File: src/logic/obcd_regs.svh
// Purpose: named offsets, field positions, codes and counts of the option decoder
// Assumes: byte addresses on an 8-bit APB address, one aligned 32-bit word per register
// Notes: definitions only, no logic
`ifndef OBCD_REGS_SVH
`define OBCD_REGS_SVH

// register byte addresses
`define OBCD_ADDR_REMAP 8'h00
`define OBCD_ADDR_CLOCK 8'h04
`define OBCD_ADDR_SETTLE 8'h08
`define OBCD_ADDR_BOOT 8'h0c
`define OBCD_ADDR_KEY 8'h10
`define OBCD_ADDR_STATUS 8'h14

// register index codes, one per word, plus the unmapped answer
`define OBCD_IDX_REMAP 3'h0
`define OBCD_IDX_CLOCK 3'h1
`define OBCD_IDX_SETTLE 3'h2
`define OBCD_IDX_BOOT 3'h3
`define OBCD_IDX_KEY 3'h4
`define OBCD_IDX_STATUS 3'h5
`define OBCD_IDX_NONE 3'h7

// storage write index presented with each option write
`define OBCD_WIDX_REMAP 2'h0
`define OBCD_WIDX_CLOCK 2'h1
`define OBCD_WIDX_SETTLE 2'h2
`define OBCD_WIDX_BOOT 2'h3

// unlock keys, values are arbitrary
`define OBCD_KEY1 8'h5a
`define OBCD_KEY2 8'ha5

// clock source option fields
`define OBCD_CS_EXT_CLOCK_SELECT 3
`define OBCD_CS_AWUSEL 2
`define OBCD_CS_PRSC_HI 1
`define OBCD_CS_PRSC_LO 0

// pin remap option fields
`define OBCD_RM_OPT7 7
`define OBCD_RM_OPT6 6
`define OBCD_RM_CRYSTAL_SETTLE_OPTION 5
`define OBCD_RM_OPT1 1
`define OBCD_RM_OPT0 0

// status / control fields
`define OBCD_ST_OPEN 0
`define OBCD_ST_KEY1 1
`define OBCD_ST_STABLE 2
`define OBCD_ST_CONFLICT 3
`define OBCD_ST_LEVEL2 4
`define OBCD_ST_ICP 5
`define OBCD_CTL_RELOCK 0

// wakeup prescaler patterns and division toward 128 kHz
`define OBCD_PRSC_8MHZ 2'h2
`define OBCD_PRSC_4MHZ 2'h3
`define OBCD_DIV_16MHZ 8'h80
`define OBCD_DIV_8MHZ 8'h40
`define OBCD_DIV_4MHZ 8'h20

// crystal settle codes and their length in oscillator half cycles
`define OBCD_SETTLE_2048 8'h00
`define OBCD_SETTLE_128 8'hb4
`define OBCD_SETTLE_8 8'hd2
`define OBCD_SETTLE_HALF 8'he1
`define OBCD_HALVES_2048 13'h1000
`define OBCD_HALVES_128 13'h0100
`define OBCD_HALVES_8 13'h0010
`define OBCD_HALVES_HALF 13'h0001

// memory regions seen by the write guard
`define OBCD_REGION_MAIN 2'h0
`define OBCD_REGION_EEPROM 2'h1
`define OBCD_REGION_OPTION 2'h2

// reset values
`define OBCD_OPT_RESET 8'h00
`define OBCD_WORD_RESET 32'h0000_0000
`define OBCD_HALVES_RESET 13'h0000

`endif

File: src/logic/obcd_pkg.sv
// Purpose: shared types of the option decoder
// Assumes: constants live in obcd_regs.svh
// Notes: state of each module is one packed struct
`default_nettype none

package obcd_pkg;

    // first-level write lock sequence
    typedef enum logic [1:0] {
        LOCK_CLOSED,
        LOCK_KEY1,
        LOCK_OPEN
    } obcd_lock_e;

    // settle counter state
    typedef struct packed {
        logic sync1;
        logic sync2;
        logic sync3;
        logic [12:0] halves;
        logic stable;
    } obcd_settle_s;

    // decoder top state
    typedef struct packed {
        logic loaded;
        logic [7:0] opt_remap;
        logic [7:0] opt_clock;
        logic [7:0] opt_boot;
        logic [7:0] wake_div;
        logic [12:0] settle_halves;
        logic [7:0] pend_remap;
        logic [7:0] pend_clock;
        logic [7:0] pend_settle;
        logic [7:0] pend_boot;
        obcd_lock_e lock;
        logic [31:0] prdata;
        logic wr_pulse;
        logic [1:0] wr_index;
        logic [7:0] wr_data;
    } obcd_top_s;

endpackage : obcd_pkg

`default_nettype wire

File: src/logic/obcd_settle_counter.sv
// Purpose: counts oscillator half cycles until the crystal is declared stable
// Assumes: oscillator pin is asynchronous to pclk and much slower than it
// Notes: both edges are counted so that a half cycle can be resolved
`include "obcd_regs.svh"
`timescale 1ns/10ps
`default_nettype none

module obcd_settle_counter (
    // clock and reset
    input wire logic pclk,
    input wire logic presetn,
    // control
    input wire logic run,
    input wire logic [12:0] target_halves,
    // oscillator pin
    input wire logic osc_pin,
    // result
    output logic stable
);

    obcd_pkg::obcd_settle_s r_reg; // current state
    obcd_pkg::obcd_settle_s r_next; // next state
    logic edge_seen; // any edge of the synchronised pin

    // edge taken between second and third stage, never from the first
    assign edge_seen = r_reg.sync2 ^ r_reg.sync3;

    // next state: synchroniser and half-cycle count
    always_comb begin
        r_next = r_reg;
        r_next.sync1 = osc_pin;
        r_next.sync2 = r_reg.sync1;
        r_next.sync3 = r_reg.sync2;
        if (!run) begin
            // oscillator off: start again from zero next time
            r_next.halves = `OBCD_HALVES_RESET;
            r_next.stable = 1'b0;
        end else if (!r_reg.stable && edge_seen) begin
            r_next.halves = r_reg.halves + 13'h0001;
            r_next.stable = (r_reg.halves + 13'h0001) >= target_halves;
        end
    end

    // state register
    always_ff @(posedge pclk or negedge presetn) begin
        if (!presetn) begin
            r_reg <= '0;
        end else begin
            r_reg <= r_next;
        end
    end

    assign stable = r_reg.stable;

endmodule : obcd_settle_counter

`default_nettype wire

File: src/logic/obcd_top.sv
// Purpose: option byte decoder with first and second level write protection
// Assumes: option storage and programming mode flag are on pclk, APB slave, no wait states
// Notes: decoded outputs change only through a new reset
`include "obcd_regs.svh"
`timescale 1ns/10ps
`default_nettype none

module obcd_top (
    // clock and reset
    input wire logic pclk,
    input wire logic presetn,
    // apb slave
    input wire logic psel,
    input wire logic penable,
    input wire logic pwrite,
    input wire logic [7:0] paddr,
    input wire logic [31:0] pwdata,
    output logic [31:0] prdata,
    output logic pready,
    output logic pslverr,
    // option storage image
    input wire logic [7:0] opt_remap_stored,
    input wire logic [7:0] opt_clock_stored,
    input wire logic [7:0] opt_settle_stored,
    input wire logic [7:0] opt_boot_stored,
    input wire logic icp_mode,
    output logic opt_wr_pulse,
    output logic [1:0] opt_wr_index,
    output logic [7:0] opt_wr_data,
    // external oscillator
    input wire logic hse_enable,
    input wire logic osc_input_pin,
    output logic osc_crystal_drive,
    output logic osc_bypass,
    output logic hse_stable,
    // auto wakeup unit
    output logic wakeup_clock_select,
    output logic [7:0] wakeup_prescale_div,
    // pin multiplexer
    output logic remap_pd7_timer1_channel4,
    output logic remap_pd0_clock_out,
    output logic remap_pa3_spi_slave_select,
    output logic remap_pd2_timer2_channel3,
    output logic remap_conflict,
    // memory write guard
    input wire logic mem_wr_req,
    input wire logic [1:0] mem_wr_region,
    input wire logic [7:0] mem_wr_page,
    output logic mem_wr_grant,
    output logic mem_wr_deny,
    // protection state
    output logic write_lock_open
);

    obcd_pkg::obcd_top_s r_reg; // current state
    obcd_pkg::obcd_top_s r_next; // next state
    logic setup_phase; // apb setup cycle
    logic access_phase; // apb access cycle
    logic [2:0] idx; // decoded register index
    logic wr_refused; // write refused by the lock, or by icp_mode for boot
    logic lock_open; // first level lock removed
    logic level2_on; // boot area protection enabled
    logic in_boot_area; // guarded page falls in boot area
    logic settle_stable; // from the settle counter

    // word address decode, shared by read and write paths
    function automatic logic [2:0] reg_index(input logic [7:0] addr);
        case (addr)
            `OBCD_ADDR_REMAP: reg_index = `OBCD_IDX_REMAP;
            `OBCD_ADDR_CLOCK: reg_index = `OBCD_IDX_CLOCK;
            `OBCD_ADDR_SETTLE: reg_index = `OBCD_IDX_SETTLE;
            `OBCD_ADDR_BOOT: reg_index = `OBCD_IDX_BOOT;
            `OBCD_ADDR_KEY: reg_index = `OBCD_IDX_KEY;
            `OBCD_ADDR_STATUS: reg_index = `OBCD_IDX_STATUS;
            default: reg_index = `OBCD_IDX_NONE;
        endcase
    endfunction : reg_index

    // prescaler pattern to division ratio
    function automatic logic [7:0] wake_div_of(input logic [1:0] prsc);
        case (prsc)
            `OBCD_PRSC_8MHZ: wake_div_of = `OBCD_DIV_8MHZ;
            `OBCD_PRSC_4MHZ: wake_div_of = `OBCD_DIV_4MHZ;
            // both 0x patterns mean a 16 MHz source
            default: wake_div_of = `OBCD_DIV_16MHZ;
        endcase
    endfunction : wake_div_of

    // settle code to half-cycle count
    function automatic logic [12:0] halves_of(input logic [7:0] code);
        case (code)
            `OBCD_SETTLE_128: halves_of = `OBCD_HALVES_128;
            `OBCD_SETTLE_8: halves_of = `OBCD_HALVES_8;
            `OBCD_SETTLE_HALF: halves_of = `OBCD_HALVES_HALF;
            // undocumented codes fall back to the safest, longest wait
            default: halves_of = `OBCD_HALVES_2048;
        endcase
    endfunction : halves_of

    // apb phase and address decode
    assign setup_phase = psel && !penable;
    assign access_phase = psel && penable;
    assign idx = reg_index(paddr);
    assign lock_open = (r_reg.lock == obcd_pkg::LOCK_OPEN);

    always_comb begin
        case (idx)
            `OBCD_IDX_REMAP: wr_refused = !lock_open;
            `OBCD_IDX_CLOCK: wr_refused = !lock_open;
            `OBCD_IDX_SETTLE: wr_refused = !lock_open;
            `OBCD_IDX_BOOT: wr_refused = !icp_mode;
            default: wr_refused = 1'b0;
        endcase
    end

    // next state: reset-release capture, register writes, lock sequence
    always_comb begin
        r_next = r_reg;
        r_next.wr_pulse = 1'b0;
        if (!r_reg.loaded) begin
            r_next.loaded = 1'b1;
            r_next.opt_remap = opt_remap_stored;
            r_next.opt_clock = opt_clock_stored;
            r_next.opt_boot = opt_boot_stored;
            r_next.wake_div = wake_div_of(
                opt_clock_stored[`OBCD_CS_PRSC_HI:`OBCD_CS_PRSC_LO]);
            r_next.settle_halves = halves_of(opt_settle_stored);
            r_next.pend_remap = opt_remap_stored;
            r_next.pend_clock = opt_clock_stored;
            r_next.pend_settle = opt_settle_stored;
            r_next.pend_boot = opt_boot_stored;
        end
        // read data prepared in setup so it stands through access
        if (setup_phase && !pwrite) begin
            case (idx)
                `OBCD_IDX_REMAP: r_next.prdata = {24'h00_0000, r_reg.pend_remap};
                `OBCD_IDX_CLOCK: r_next.prdata = {24'h00_0000, r_reg.pend_clock};
                `OBCD_IDX_SETTLE: r_next.prdata = {24'h00_0000, r_reg.pend_settle};
                `OBCD_IDX_BOOT: r_next.prdata = {24'h00_0000, r_reg.pend_boot};
                `OBCD_IDX_STATUS: begin
                    r_next.prdata = `OBCD_WORD_RESET;
                    r_next.prdata[`OBCD_ST_OPEN] = lock_open;
                    r_next.prdata[`OBCD_ST_KEY1] = (r_reg.lock == obcd_pkg::LOCK_KEY1);
                    r_next.prdata[`OBCD_ST_STABLE] = settle_stable;
                    r_next.prdata[`OBCD_ST_CONFLICT] = remap_conflict;
                    r_next.prdata[`OBCD_ST_LEVEL2] = level2_on;
                    r_next.prdata[`OBCD_ST_ICP] = icp_mode;
                end
                // key reads as zero, unmapped as zero
                default: r_next.prdata = `OBCD_WORD_RESET;
            endcase
        end
        // writes take effect at the access edge only
        if (access_phase && pwrite && !wr_refused) begin
            case (idx)
                `OBCD_IDX_REMAP: begin
                    r_next.pend_remap = pwdata[7:0];
                    r_next.wr_pulse = 1'b1;
                    r_next.wr_index = `OBCD_WIDX_REMAP;
                    r_next.wr_data = pwdata[7:0];
                end
                `OBCD_IDX_CLOCK: begin
                    r_next.pend_clock = pwdata[7:0];
                    r_next.wr_pulse = 1'b1;
                    r_next.wr_index = `OBCD_WIDX_CLOCK;
                    r_next.wr_data = pwdata[7:0];
                end
                `OBCD_IDX_SETTLE: begin
                    r_next.pend_settle = pwdata[7:0];
                    r_next.wr_pulse = 1'b1;
                    r_next.wr_index = `OBCD_WIDX_SETTLE;
                    r_next.wr_data = pwdata[7:0];
                end
                `OBCD_IDX_BOOT: begin
                    r_next.pend_boot = pwdata[7:0];
                    r_next.wr_pulse = 1'b1;
                    r_next.wr_index = `OBCD_WIDX_BOOT;
                    r_next.wr_data = pwdata[7:0];
                end
                `OBCD_IDX_KEY: begin
                    case (r_reg.lock)
                        obcd_pkg::LOCK_CLOSED: begin
                            if (pwdata[7:0] == `OBCD_KEY1) begin
                                r_next.lock = obcd_pkg::LOCK_KEY1;
                            end
                        end
                        obcd_pkg::LOCK_KEY1: begin
                            // any wrong second key starts over
                            if (pwdata[7:0] == `OBCD_KEY2) begin
                                r_next.lock = obcd_pkg::LOCK_OPEN;
                            end else begin
                                r_next.lock = obcd_pkg::LOCK_CLOSED;
                            end
                        end
                        obcd_pkg::LOCK_OPEN: begin
                            // further key writes leave it open
                            r_next.lock = obcd_pkg::LOCK_OPEN;
                        end
                        default: r_next.lock = obcd_pkg::LOCK_CLOSED;
                    endcase
                end
                `OBCD_IDX_STATUS: begin
                    if (pwdata[`OBCD_CTL_RELOCK]) begin
                        r_next.lock = obcd_pkg::LOCK_CLOSED;
                    end
                end
                default: begin
                    // unmapped: nothing stored
                end
            endcase
        end
    end

    always_ff @(posedge pclk or negedge presetn) begin
        if (!presetn) begin
            r_reg <= '0;
            r_reg.lock <= obcd_pkg::LOCK_CLOSED;
        end else begin
            r_reg <= r_next;
        end
    end

    // crystal settle timing on the latched code
    obcd_settle_counter u_settle (
        .pclk(pclk),
        .presetn(presetn),
        .run(hse_enable && r_reg.loaded),
        .target_halves(r_reg.settle_halves),
        .osc_pin(osc_input_pin),
        .stable(settle_stable)
    );

    // apb answer: zero wait, error on unmapped or refused write
    assign pready = 1'b1;
    assign pslverr = access_phase && ((idx == `OBCD_IDX_NONE) || (pwrite && wr_refused));
    assign prdata = r_reg.prdata;

    // option storage write port
    assign opt_wr_pulse = r_reg.wr_pulse;
    assign opt_wr_index = r_reg.wr_index;
    assign opt_wr_data = r_reg.wr_data;

    assign osc_crystal_drive = r_reg.loaded && !r_reg.opt_clock[`OBCD_CS_EXT_CLOCK_SELECT];
    assign osc_bypass = r_reg.opt_clock[`OBCD_CS_EXT_CLOCK_SELECT];
    assign hse_stable = settle_stable;

    assign wakeup_clock_select = r_reg.opt_clock[`OBCD_CS_AWUSEL];
    assign wakeup_prescale_div = r_reg.wake_div;

    assign remap_pd7_timer1_channel4 = r_reg.opt_remap[`OBCD_RM_OPT6];
    assign remap_pd0_clock_out = r_reg.opt_remap[`OBCD_RM_CRYSTAL_SETTLE_OPTION];
    assign remap_pa3_spi_slave_select = r_reg.opt_remap[`OBCD_RM_OPT1];
    assign remap_pd2_timer2_channel3 = r_reg.opt_remap[`OBCD_RM_OPT1];
    assign remap_conflict = r_reg.opt_remap[`OBCD_RM_OPT1] && r_reg.opt_remap[`OBCD_RM_OPT0];

    assign level2_on = (r_reg.opt_boot != `OBCD_OPT_RESET);
    assign in_boot_area = (mem_wr_region == `OBCD_REGION_MAIN) && (mem_wr_page < r_reg.opt_boot);
    assign mem_wr_grant = mem_wr_req && lock_open && !(level2_on && in_boot_area);
    assign mem_wr_deny = mem_wr_req && !mem_wr_grant;
    assign write_lock_open = lock_open;

endmodule : obcd_top

`default_nettype wire

File: config.mk
export PLATFORM = sky130hd
export DESIGN_NAME = obcd_top
export DESIGN_NICKNAME = d
export VERILOG_FILES = /design/src/logic/obcd_pkg.sv /design/src/logic/obcd_settle_counter.sv /design/src/logic/obcd_top.sv
export VERILOG_INCLUDE_DIRS = /design/src /design/src/logic
export SDC_FILE = /design/constraint.sdc
export NUM_CORES = 1
export LEC_CHECK = 0
export ABC_AREA = 1
export BUFFER_PORTS_ARGS = -buffer_cell sky130_fd_sc_hd__buf_2
export CAP_MARGIN = 20
export CELL_PAD_IN_SITES_DETAIL_PLACEMENT = 1
export CELL_PAD_IN_SITES_GLOBAL_PLACEMENT = 1
export CORE_MARGIN = 4
export CORE_UTILIZATION = 42
export CTS_BUF_LIST = sky130_fd_sc_hd__clkbuf_2
export CTS_CLUSTER_SIZE = 28
export DETAILED_ROUTE_END_ITERATION = 8
export GPL_ROUTABILITY_DRIVEN = 0
export GPL_TIMING_DRIVEN = 0
export PLACE_DENSITY = 0.9
export SLEW_MARGIN = 15
export SYNTH_ARGS = -nofsm -noshare
export SYNTH_HDL_FRONTEND = slang
export SYNTH_HIERARCHICAL = 1
export SYNTH_SLANG_ARGS = --single-unit
File: constraint.sdc
create_clock -name pclk -period 4.3 [get_ports pclk]
set_input_delay 0.215 -clock pclk [delete_from_list [all_inputs] [get_ports pclk]]
set_output_delay 0.215 -clock pclk [all_outputs]
set_load 0.01 [all_outputs]
# == Word level (Yosys, flattened, before mapping) ==
# Index checks and enable logic that the tools add are counted.
# word_totals
register_bits,135
in_bits,91
output_inout_bits,65
elab_cells,103
# classes
addsub,1
order_cmp,2
eq_ne,23
mux,20
n_bitwise,1
reduce_logical,36
# ops
operator,n
one-hot mux 11 bit (4 select lines),1
one-hot mux 8 bit (5 select lines),1
one-hot mux 13 bit (3 select lines),1
2-to-1 mux 34 bit,1
equality test 8 bit (second input constant),4
2-to-1 mux 32 bit,1
2-to-1 mux 8 bit,4
2-to-1 mux 14 bit,2
one-hot mux 3 bit (6 select lines),1
equality test 8 x 4 -> 1 bit (second input constant),2
equality test 8 x 5 -> 1 bit (second input constant),2
logical AND 1 bit,16
one-hot mux 8 bit (2 select lines),1
adder 13 x 1 -> 13 bit (second input constant),1
greater-or-equal comparator 13 bit,1
2-to-1 mux 11 bit,1
equality test 3 bit (second input constant),3
logical NOT 1 bit,9
equality test 8 x 3 -> 1 bit (second input constant),1
equality test 8 x 7 -> 1 bit (second input constant),1
logical NOT 8 bit,1
< comparator 8 bit,1
nonzero test 8 bit,1
equality test 2 bit (second input constant),3
18 further kinds,23

# == Depth between registers and ports, before layout ==
# Gate-level depths: netlist (run 1).
# depth
ltp_word,8
mapped_depth,16
ltp_nobuf,16

# == Modules after synthesis ==
# The synthesis (run 1) kept the hierarchy.
# modules_own_cells
module,instances,cells_each,area_each_um2,seq_area_each_um2
obcd_top,1,685,4729.5,1876.8
obcd_settle_counter,1,183,1335.0,425.4

# == Worst setup path before layout (run 1) ==
# No wires, ideal clock.
# synth_timing
path_type,flip-flop to flip-flop
start,register u_settle/r_reg[1] (netlist name)
end,"register u_settle.r_reg, in the netlist u_settle/stable"
setup_time_ns,0.116
arrival_time_ns,1.833
t_required_ns,4.184
path_slack_ns,2.351
path_stages_with_launch,16
n_path_buf,0
synth_period_minus_slack_ns,1.949
path_cell_list,dfrtp_1 ha_1 inv_1 nor2_1 nand2_1 xor2_1 inv_1 ha_1 nand2_1 inv_1 nand2_1 nand2_1 a21oi_1 nand2_1 nand2_1 nand2_1
# synth_between
elab_chain_len,4
# synth_lines
element,line_no,rtl
from (decl),obcd_settle_counter.sv:21,obcd_pkg::obcd_settle_s r_reg;
from (signal assigned),obcd_settle_counter.sv:49,r_reg <= r_next;
adder 13 x 1 -> 13 bit,obcd_settle_counter.sv:40,r_next.stable = (r_reg.halves + 13'h0001) >= target_halves;
greater-or-equal comparator 13 bit,obcd_settle_counter.sv:40,
2-to-1 mux 14 bit,obcd_settle_counter.sv:38,end else if (!r_reg.stable && edge_seen) begin
2-to-1 mux 14 bit,obcd_settle_counter.sv:34,if (!run) begin
# Every way passes these cells. The select of a mux whose other input is x is not followed.
# A chain may end at the register's enable or synchronous reset.

# == Worst setup path in the final report (run 1) ==
# Same ends and word-level chain as after synthesis.

==> results of run 1 <==
-- worst min-delay path, delay by kind of cell --
family | cells | cell delay (ns)
buffers and inverters | 2 | 0.20
AND/OR/NAND/NOR | 2 | 0.13
AO/OA/AOI/OAI | 1 | 0.10
-- final timing paths --
path	cells after the start	end	slack (ns)
worst min-delay path	5	r_reg[53]	0.06
min in group asynchronous	3	opt_wr_index[1]	0.50
max in group asynchronous	4	r_reg[55]	3.24
worst max-delay path	15	u_settle/stable	1.88
worst min register to register	0	u_settle/r_next[14]	0.40
worst max register to register	15	u_settle/stable	1.88
-- kinds of logic after synthesis --
group	count (synthesis)	synth area share, %
simple gates	446	30.8
buf+inv	187	15.5
compound gates	114	10.2
flops	92	38.0
fa+ha+maj	22	4.54
xor+xnor	5	0.846
other cells	2	0.124
-- per-stage QoR --
step | setup slack (ns) | hold slack [ns] | power [mW] | cell area [um2] | util, %
2_1_floorplan | 2.35 | -0.0806 | 1.18 | 6210 | -
3_3_place_gp | 2.02 | 0.335 | 1.31 | 6940 | 49.6
3_5_place_dp | 1.93 | 0.149 | 1.34 | 6970 | 49.8
4_1_cts | 1.89 | 0.000910 | 1.78 | 7520 | 53.8
5_1_grt | 1.61 | 0.0253 | 1.87 | 7520 | 53.8
6_report | 1.88 | 0.0586 | 1.77 | 7520 | 53.8
-- routing by layer --
metal	up-vias	wire (um)	share of wire (%)	GRT usage, %
met3	40	1070	5.1	3.83
met5	-	0	0	0
li1	3007	-	-	-
met4	0	625	3.0	9.18
met1	3087	8620	41	32.8
met2	202	10700	51	46.8
-- timing repair --
item | 4_1_cts | 5_1_grt
setup buffers | 0 | 0
resized for setup | 0 | 0
hold buffers | 45 | 0
endpoints found under the hold margin | 146 | 0
-- cell usage in the layout, fill, tap and decap left out, drive strengths merged --
master	Yosys	final
a21boi	4	4
o31ai	1	1
nand2	332	332
nand3b	1	1
nor2	50	50
conb	2	40
clkbuf	9	20
dlygate4sd3	0	44
clkinv	0	3
nand3	40	40
o21ai	87	87
dfrtp	92	92
buf	68	171
xor2	4	4
o2111ai	2	2
a21oi	11	11
a22o	1	1
nand4	8	8
o21a	2	2
inv	110	112
xnor2	1	1
o22ai	6	6
nor4	4	4
and2	3	3
nor3	8	8
ha	22	22
-- final cells by class --
class	instances	area, um2
Buffer	77	526
Clock buffer	11	55.1
Clock inverter	5	35.0
Fill cell	1887	6470
Inverter	110	413
Multi-Input combinational cell	627	2970
Sequential cell	92	2300
Tap cell	180	225
Timing Repair Buffer	147	1000
-- report_power, final --
part           switching (mW)  total (mW)  internal (mW)
Sequential             0.0327       0.956          0.923
Clock                   0.326       0.410         0.0841
Combinational           0.242       0.408          0.166
Total                   0.601        1.77           1.17
==> qor.csv, run 1 <==
stage,metric,value,unit
synthesis,ys_ff_latch,92,
placed_design,dp_hpwl,15600,um
power,p_leak,4.26,nW
sta,period_needed,2.42,ns
setup_path,crit_type,reg -> reg,
clock_network,clockBufferDepth,2,
floorplan,core,0.0140,mm2
setup_path,startpoint,u_settle/r_reg[1],
routing,drc,0,
sta,skew,0.0293,ns
global_route,grt_max_degree,57,
clock_network,clock-sinks,92,
sta,hold_viol_final,0,
run_status,status,"complete, no violations",
floorplan,io_pins,156,
synthesis,synth_common_cells,"nand2_1, inv_1, dfrtp_1",
synthesis,avgSynthCellArea,6.99,um2
sta,period_share,56.4,%
floorplan,die_area,0.0164,mm2
clock_network,clock_latency,0.62,ns
clock_network,cts-root-buf,clkbuf_2,
synthesis,synth_cell_types,37,
synthesis,yosysWarnings,6,
routing,final_antenna_net_count,0,
setup_path,cp_num_buf_inv,3,
worst_hold_path,hold_path_class,in -> reg,
global_route,grt_pass1_wl,34000,um
power,p_per_area,236,mW/mm2
setup_path,required,4.84,ns
setup_path,critPathCaptureType,flop,
final_layout,layout-drive-gt1-share,20.0,%
sta,fmax,0.413,GHz
global_route,grt_overflow,0,
synthesis,synth_enable_flop_cells,0,
sta,fin_setup_tns,0,ns
final_layout,syn_to_final_growth,24.0,%
synthesis,syn_inst,868,
routing,routed_via_density,5.07,
synthesis,synth_flop_cell,dfrtp_1,
setup_path,path_delay_family,simple AND/OR/NAND/NOR gates,
synthesis,async_reset_ff_share,100,%
global_route,grt_pass1_vias,6792,
routing,drtIter0Drc,257,
power,ir_drop,0.000199,V
final_layout,diodes,0,
floorplan,initial_utilization,43.4,%
floorplan,die_x,128,um
setup_path,worstPathArrival,2.97,ns
global_route,antenna_found_initial,0,
setup_path,max_stage_delay,0.53,ns
clock_network,htreeDepth,3,
sta,setup_viol,0,
synthesis,synthTopCellsByArea,"dfrtp_1, nand2_1, o21ai_0",
synthesis,synth_top_cell_by_area,dfrtp_1,
sta,relSlewSlack,57.9,%
global_route,grt_use_total,26.4,%
floorplan,die_h,128,um
worst_hold_path,min-delay-start,opt_settle_stored[0],
routing,wl_per_cell,16.8,um
synthesis,netlist.area_leader.share,38.0,%
final_layout,fin_cells,1249,
synthesis,yosysSeqAreaShare,38.0,%
synthesis,synth_most_common_cell,nand2_1,
clock_network,cts_tree,yes,
clock_network,cts_made_buffers,9,
clock_network,cts.clk_slew.worst_paths,0.25,ns
run,max_cap_viol_count,0,
routing,vias,6336,
setup_path,start_kind,flop,
setup_path,worstReg2RegStart,u_settle/r_reg[1],
synthesis,synthesis.area,0.00606,mm2
sta,worstMarginPinSlew,0.632,ns
sta,rsz0062_at_grt,no,
routing,drt-total-wl,21000,um
setup_path,critPathSlowestCell,dfrtp_1,
final_layout,nets,1177,
placed_design,placement.io_buffers,101,
final_layout,largest_reg_flops,48,
setup_path,critPathMaxFanout,6,
placed_design,dp.cells,1188,
sta,drv_slew,0,
setup_path,critical-path-top-cell-by-count,nand2_1,
routing,dr.pass1.iters,5,
floorplan,num_rows,43,
setup_path,path_cells,ha_1 -> inv_1 -> nor2_1 -> nand2_1 -> xor2_1 -> inv_1 -> ha_1 -> nand2_1 -> inv_1 -> nand2_1 -> nand2_1 -> a21oi_1 -> nand2_1 -> nand2_1 -> nand2_1,
Note: power is estimated with default switching activity, not from simulation.
==> run 2, diff against run 1 <==
--- a/config.mk
+++ b/config.mk
@@ -12,13 +12,13 @@
 export CELL_PAD_IN_SITES_DETAIL_PLACEMENT = 1
 export CELL_PAD_IN_SITES_GLOBAL_PLACEMENT = 1
 export CORE_MARGIN = 4
-export CORE_UTILIZATION = 42
+export CORE_UTILIZATION = 39
 export CTS_BUF_LIST = sky130_fd_sc_hd__clkbuf_2
 export CTS_CLUSTER_SIZE = 28
 export DETAILED_ROUTE_END_ITERATION = 8
 export GPL_ROUTABILITY_DRIVEN = 0
 export GPL_TIMING_DRIVEN = 0
-export PLACE_DENSITY = 0.9
+export PLACE_DENSITY = 0.84
 export SLEW_MARGIN = 15
 export SYNTH_ARGS = -nofsm -noshare
 export SYNTH_HDL_FRONTEND = slang
==> constraint.sdc (replaced) <==
create_clock -name pclk -period 2.4 [get_ports pclk]
set_input_delay 0.12 -clock pclk [delete_from_list [all_inputs] [get_ports pclk]]
set_output_delay 0.12 -clock pclk [all_outputs]
set_load 0.01 [all_outputs]
==> run 2 against run 1 <==
Against the previous run:
- utilization fell by 2.5 points
- global-route usage is 2.4 points lower
- clock-buffer cell count decreased by 2
- die area rose by 7.2%
- worst hold slack worse by 0.013 ns
- largest cell class unchanged
==> qor.csv, run 2 (synthesis gave the netlist of run 1 again) <==
stage,metric,value,unit,change
final_layout,syn_to_final_growth,28.6,%,
setup_path,critPathMaxFanout,2,,-4
global_route,grt_max_degree,67,,+18%
floorplan,die_area,0.0176,mm2,+7.2%
sta,fin_setup_tns,0,ns,unchanged
floorplan,core,0.0152,mm2,+8.7%
clock_network,cts.clk_slew.worst_paths,0.29,ns,+0.04 ns
setup_path,critPathSlowestCell,dfrtp_1,,
setup_path,crit_type,reg -> out,,
power,swShare,33.2,%,-0.69 points
sta,drv_slew,0,,unchanged
placed_design,dp.cells,1196,,+0.67%
routing,final_antenna_net_count,0,,unchanged
sta,period_needed,2.33,ns,
final_layout,final_common_cell,nand2_1,,
setup_path,path_cells,inv_1 -> ha_1 -> a21oi_2 -> o21a_1 -> nand4_1 -> a21boi_1 -> buf_2,,
final_layout,fin_util,51.3,%,-2.5 points
routing,drc,0,,unchanged
clock_network,cts-root-buf,clkbuf_2,,
power,p_clk_share,25.9,%,+2.8 points
final_layout,nets,1197,,+1.7%
sta,relSlewSlack,59.5,%,+1.7 points
global_route,grt_overflow,0,,unchanged
sta,setup_viol,0,,unchanged
power,p_per_area,427,mW/mm2,+81%
sta,hold_viol_final,0,,unchanged
routing,wl_per_cell,16.3,um,-3.0%
floorplan,num_rows,45,,+4.7%
power,p_comb_share,22.7,%,-0.3 points
clock_network,clock_latency,0.68,ns,+0.06 ns
global_route,grt_pass1_vias,6768,,-0.35%
clock_network,cts_tree,yes,,
setup_path,max_stage_delay,0.43,ns,-0.10 ns
placed_design,placement.io_buffers,101,,unchanged
floorplan,die_x,133,um,+3.5%
routing,drtIter0Drc,253,,-1.6%
setup_path,required,2.28,ns,-2.56 ns
worst_hold_path,hold_path_class,in -> reg,,
power,power.total,3.33,mW,+88%
floorplan,die_h,133,um,+3.5%
run_status,status,"complete, no violations",,
global_route,antenna_found_initial,0,,unchanged
power,power_frac_seq,51.5,%,-2.4 points
setup_path,critPathCaptureType,output pin,,
sta,worstMarginPinSlew,0.607,ns,-0.0250 ns
setup_path,start_kind,flop,,
clock_network,htreeDepth,3,,unchanged
setup_path,worstPathArrival,2.21,ns,-0.76 ns
clock_network,cts_made_buffers,9,,unchanged
sta,rsz0062_at_grt,yes,,
clock_network,clockBufferDepth,2,,unchanged
sta,holdWs,0.0461,ns,-0.0126 ns
routing,drt-total-wl,20800,um,-0.86%
run,max_cap_viol_count,0,,unchanged
routing,routed_via_density,4.94,,-2.7%
global_route,grt_pass1_wl,33900,um,-0.31%
routing,vias,6302,,-0.54%
floorplan,initial_utilization,39.9,%,-3.5 points
final_layout,layout-drive-gt1-share,21.2,%,+1.2 points
power,p_int,2.23,mW,+90%
sta,skew,0.0385,ns,+0.00921 ns
final_layout,final_cell_mix,"nand2_1, buf_2, inv_1",,
final_layout,fin_cells,1277,,+2.2%
routing,dr.pass1.iters,4,,-1
placed_design,dp_hpwl,14900,um,-4.4%
power,p_leak,4.36,nW,+2.3%
clock_network,clock-sinks,92,,unchanged
sta,period_share,97.3,%,
power,p_sw,1.11,mW,+84%
global_route,grt_use_total,24.0,%,-2.4 points
power,ir_drop,0.000276,V,+39%
final_layout,largest_reg_flops,48,,unchanged
final_layout,diodes,0,,unchanged
floorplan,io_pins,156,,unchanged
sta,fmax,0.428,GHz,
## run 2: changes by cell type in the layout (fill, tap and decap cells not counted), sizes merged
cell / previous run / this run
buf: 171 / 176
bufinv: 0 / 1
clkbuf: 20 / 18
clkinvlp: 0 / 1
dlygate4sd3: 44 / 59
## run 2: metal layers
metal / part of all wire [%] / wire (um) / track usage [%] / up-vias
li1: - / - / - / 3056
met1: 43 / 8950 / 29.8 / 3050
met2: 49 / 10300 / 41.3 / 154
met3: 4.1 / 850 / 4.41 / 42
met4: 3.6 / 748 / 9.53 / 0
met5: 0 / 0 / 0 / -
## run 2: worst paths after layout
kind,endpoint,slack [ns],cells past startpoint,startpoint
max reg2reg,u_settle/stable,0.17,15,u_settle/r_reg[1]
min,r_reg[44],0.05,7,paddr[2]
min in group asynchronous,wakeup_prescale_div[5],0.42,4,presetn
max,mem_wr_deny,0.07,7,r_reg[105]
max in group asynchronous,r_reg[67],1.58,4,presetn
min reg2reg,u_settle/r_next[14],0.40,0,u_settle/r_next[15]
## run 2: power by group through the flow
stage,combinational [mW],sequential (mW),clock [mW]
after CTS,0.724,1.71,0.874
after global routing,0.848,1.73,0.944
after floorplan,0.397,1.72,0
after detailed placement,0.643,1.74,0
final,0.755,1.71,0.862
after global placement,0.616,1.73,0
## run 2: what timing repair did
action / 4_1_cts / 5_1_grt
gates resized for setup: 0 / 17
endpoints found under the setup margin: 0 / 12
endpoints found under the hold margin: 171 / 0
hold buffers: 61 / 0
buffers inserted: 0 / 5
## run 2: critical path: cells and delay by family, from the launching register on
family	cells	cell delay, ns
buffers and inverters	2	0.22
AND/OR/NAND/NOR	1	0.12
flip-flops	1	0.43
AO/OA/AOI/OAI	3	0.46
adder cells (fa/ha/maj)	1	0.31
## run 2: metrics by stage
step	setup WS, ns	instance area (um2)
CTS	0.00707	7720
detailed placement	0.0482	6980
finish	0.0651	7800
global placement	0.0876	6950
global route	-0.124	7800
floorplan	0.451	6210
## run 2: area by class of cell
class                           instances  area, um2
Timing Repair Buffer                  167       1190
Clock inverter                          7       75.1
Fill cell                            2012       7410
Inverter                              110        415
Tap cell                              188        235
Buffer                                 77        528
Sequential cell                        92       2300
Multi-Input combinational cell        627       3010
Clock buffer                            9       45.0
==> run 3, diff against run 2 <==
--- a/config.mk
+++ b/config.mk
@@ -6,19 +6,18 @@
 export SDC_FILE = /design/constraint.sdc
 export NUM_CORES = 1
 export LEC_CHECK = 0
-export ABC_AREA = 1
 export BUFFER_PORTS_ARGS = -buffer_cell sky130_fd_sc_hd__buf_2
 export CAP_MARGIN = 20
 export CELL_PAD_IN_SITES_DETAIL_PLACEMENT = 1
 export CELL_PAD_IN_SITES_GLOBAL_PLACEMENT = 1
 export CORE_MARGIN = 4
-export CORE_UTILIZATION = 39
+export CORE_UTILIZATION = 41
 export CTS_BUF_LIST = sky130_fd_sc_hd__clkbuf_2
 export CTS_CLUSTER_SIZE = 28
 export DETAILED_ROUTE_END_ITERATION = 8
 export GPL_ROUTABILITY_DRIVEN = 0
 export GPL_TIMING_DRIVEN = 0
-export PLACE_DENSITY = 0.84
+export PLACE_DENSITY = 0.83
 export SLEW_MARGIN = 15
 export SYNTH_ARGS = -nofsm -noshare
 export SYNTH_HDL_FRONTEND = slang
==> run 3 against run 2 <==
Against the previous run:
- register-to-register slack got worse by 0.17 ns
- die area fell by 12%
- synthesized cell count fell by 36%
- worst hold slack improved by 0.037 ns
- setup slack got worse by 0.10 ns
- non-clock buffer count rose by 18
- the run now ends with setup timing left
- first-iteration DRC count rose by 40%
- clock power fell by 2%
- sequential share of layout area rose by 1.2 points
- utilization rose by 5.5 points
==> qor.csv, run 3 <==
stage,metric,value,unit,change
synthesis,synth_top_cell_by_area,dfrtp_1,,
floorplan,die_x,124,um,-6.4%
sta,period_share,102,%,+4.2 points
power,p_per_area,438,mW/mm2,+2.4%
floorplan,core,0.0132,mm2,-13%
global_route,grt_pass1_wl,29900,um,-12%
floorplan,die_h,124,um,-6.4%
synthesis,synthXorXnorAreaFrac,3.01,%,+2.2 points
routing,maxUsedRoutingLayer,met4,,
setup_path,required,2.28,ns,about the same
clock_network,cts.clk_slew.worst_paths,0.30,ns,about the same
placed_design,placement.io_buffers,100,,-0.99%
routing,final_antenna_net_count,0,,unchanged
synthesis,synth_top_family_by_area,simple AND/OR/NAND/NOR gates,,
setup_path,max_stage_delay,0.41,ns,-0.02 ns
clock_network,cts-root-buf,clkbuf_2,,
synthesis,synthTopCellsByArea,"dfrtp_1, mux2i_1, buf_4",,
setup_path,worstReg2RegStart,u_settle/r_reg[2],,
setup_path,r2r_cells,11,,-4
clock_network,clock_latency,0.61,ns,-0.07 ns
setup_path,critPathMaxFanout,2,,unchanged
final_layout,largest_reg_flops,48,,unchanged
final_layout,syn_to_final_growth,35.9,%,
final_layout,nets,898,,-25%
routing,drt-total-wl,19900,um,-4.6%
routing,drc,0,,unchanged
placed_design,dp_hpwl,12600,um,-16%
synthesis,synth_flop_cell,dfrtp_1,,
synthesis,synth_most_common_cell,dfrtp_1,,
synthesis,synth_common_cells,"dfrtp_1, buf_4, mux2i_1",,
synthesis,synthesis.area,0.00553,mm2,-8.7%
setup_path,startpoint,r_reg[102],,
final_layout,final_cell_mix,"buf_2, dfrtp_1, buf_4",,
synthesis,async_reset_ff_share,100,%,unchanged
global_route,grt_overflow,0,,unchanged
sta,skew,0.0452,ns,+0.00672 ns
floorplan,num_rows,42,,-6.7%
synthesis,netlist.area_leader.share,41.6,%,+3.6 points
sta,period_needed,2.44,ns,+0.101 ns
sta,hold_viol_final,0,,unchanged
setup_path,worstPathArrival,2.32,ns,+0.11 ns
final_layout,final_area,0.00752,mm2,-3.5%
routing,routed_via_density,5.36,,+8.6%
worst_hold_path,hold_path_class,in -> reg,,
synthesis,ys_ff_latch,92,,unchanged
global_route,grt_pass1_vias,5578,,-18%
floorplan,die_area,0.0154,mm2,-12%
global_route,grt_max_degree,62,,-7.5%
synthesis,syn_inst,553,,-36%
routing,drtIter0Drc,353,,+40%
setup_path,critPathSlowestCell,dfrtp_1,,
synthesis,synthMuxAreaShare,13.9,%,+14 points
clock_network,clock-sinks,92,,unchanged
setup_path,critPathCaptureType,output pin,,
power,ir_drop,0.000358,V,+30%
worst_hold_path,whs_path_depth,5,,-2
routing,wl_per_cell,20.6,um,+26%
routing,wl_met3,1230,um,+45%
clock_network,cts_made_buffers,9,,unchanged
sta,rsz0062_at_grt,yes,,
floorplan,io_pins,156,,unchanged
synthesis,synth_enable_flop_cells,0,,unchanged
run,max_cap_viol_count,0,,unchanged
synthesis,yosysSeqAreaShare,41.6,%,+3.6 points
synthesis,avgSynthCellArea,10.0,um2,+43%
setup_path,rrSetupSlack,0,ns,-0.17 ns
clock_network,cts_tree,yes,,
routing,vias,5175,,-18%
sta,fmax,0.410,GHz,-4.2%
floorplan,initial_utilization,41.8,%,+1.9 points
final_layout,layout-drive-gt1-share,35.6,%,+14 points
sta,relSlewSlack,40.1,%,-19 points
setup_path,path_cells,inv_1 -> ha_1 -> a21o_1 -> a21oi_2 -> o21ai_2 -> a41oi_2 -> and2_1 -> buf_2,,
sta,holdWs,0.0832,ns,+0.0372 ns
clock_network,clockBufferDepth,2,,unchanged
synthesis,synth-simple-area-share,14.9,%,-16 points
routing,dr.pass1.iters,5,,+1
sta,worst_slack,-0.0361,ns,-0.101 ns
synthesis,yosysWarnings,6,,unchanged
synthesis,synth-adder-area-share,4.97,%,+0.44 points
final_layout,diodes,0,,unchanged
global_route,antenna_found_initial,0,,unchanged
power,p_leak,3.65,nW,-16%
sta,drv_slew,0,,unchanged
global_route,grt_use_total,25.4,%,+1.4 points
synthesis,synth_compound_area_share,10.4,%,+0.21 points
sta,worstMarginPinSlew,0.890,ns,+0.283 ns
setup_path,start_kind,flop,,
run_status,status,finished with violations,,
sta,setup_viol,1,,+1
setup_path,reg2reg_to,u_settle/stable,,
clock_network,htreeDepth,3,,unchanged
routing,dr_wl_met2,10400,um,+1.6%
setup_path,crit_type,reg -> out,,
worst_hold_path,min-delay-start,paddr[3],,
final_layout,final_common_cell,buf_2,,
routing,wl_met1,7430,um,-17%
worst_hold_path,holdPathEnd,opt_wr_pulse,,
placed_design,placed_cell_area,0.00643,mm2,-7.9%
synthesis,synth_cell_types,60,,+62%
run_status,violations,setup timing,,
-- run 3: cell count changes in the layout (fill, tap and decap cells not counted), sizes merged, moves of 17 or more --
cell and change:
nand2 -295, inv -85, o21ai -57, mux2i +44, nand3 -32, mux2 +25
buf +19, a21oi +17
-- run 3: what timing repair did --
item,CTS,global route
hold buffers,54,0
gates resized for setup,22,26
hold endpoints to repair,160,0
buffers inserted,17,14
endpoints found under the setup margin,3,7
pin swaps,12,12
cloned,0,0
-- run 3: power breakdown --
group / internal (mW) / switching (mW)
Sequential: 1.64 / 0.0654
Combinational: 0.351 / 0.388
Clock: 0.255 / 0.588
Total: 2.25 / 1.04
-- run 3: cell families after synthesis --
group           Yosys count
xor+xnor                 19
other cells               2
fa+ha+maj                22
mux                      71
buf+inv                 104
compound gates           94
simple gates            149
flops                    92
-- run 3: final cells by class --
class,instances,area (um2)
repair buffers,185,1310
clock inverters,6,70.1
clock buffers,10,50.0
plain buffers,77,514
multi-input cells,395,2950
flip-flops and latches,92,2310
fillers,1515,5720
inverters,25,93.8
well taps,176,220
-- run 3: worst max path at each step --
stage | cells after the start | end
2_1_floorplan | 9 | u_settle/stable
3_3_place_gp | 9 | u_settle/stable
3_5_place_dp | 9 | u_settle/stable
4_1_cts | 12 | u_settle/stable
5_1_grt | 8 | mem_wr_deny
6_report | 8 | mem_wr_deny
-- run 3: per-layer routing --
metal	GRT usage (%)	vias to the layer above
li1	-	2321
met1	30.0	2555
met2	44.3	234
met3	5.31	65
met4	11.4	0
met5	0	-
-- run 3: worst max-delay path, delay by kind of cell (launching register included) --
kind	cells	cell delay [ns]
AOI/OAI and AO/OA	4	0.67
adders and majority gates	1	0.32
buffers and inverters	2	0.19
DFF	1	0.41
and+or+nand+nor	1	0.17
-- run 3: through the flow --
| step | TNS, ns | setup WS, ns | utilization [%] | power (mW) | cells |
|---|---|---|---|---|---|
| finish | -0.0361 | -0.0361 | 56.8 | 3.29 | 966 |
| global route | -0.384 | -0.161 | 56.8 | 3.45 | 966 |
| CTS | -0.170 | -0.0831 | 55.1 | 3.21 | 953 |
| detailed placement | -0.435 | -0.435 | 48.5 | 2.28 | 868 |
| global placement | -0.222 | -0.222 | 48.3 | 2.24 | 867 |
| floorplan | 0 | 0.0598 | - | 2.03 | 591 |
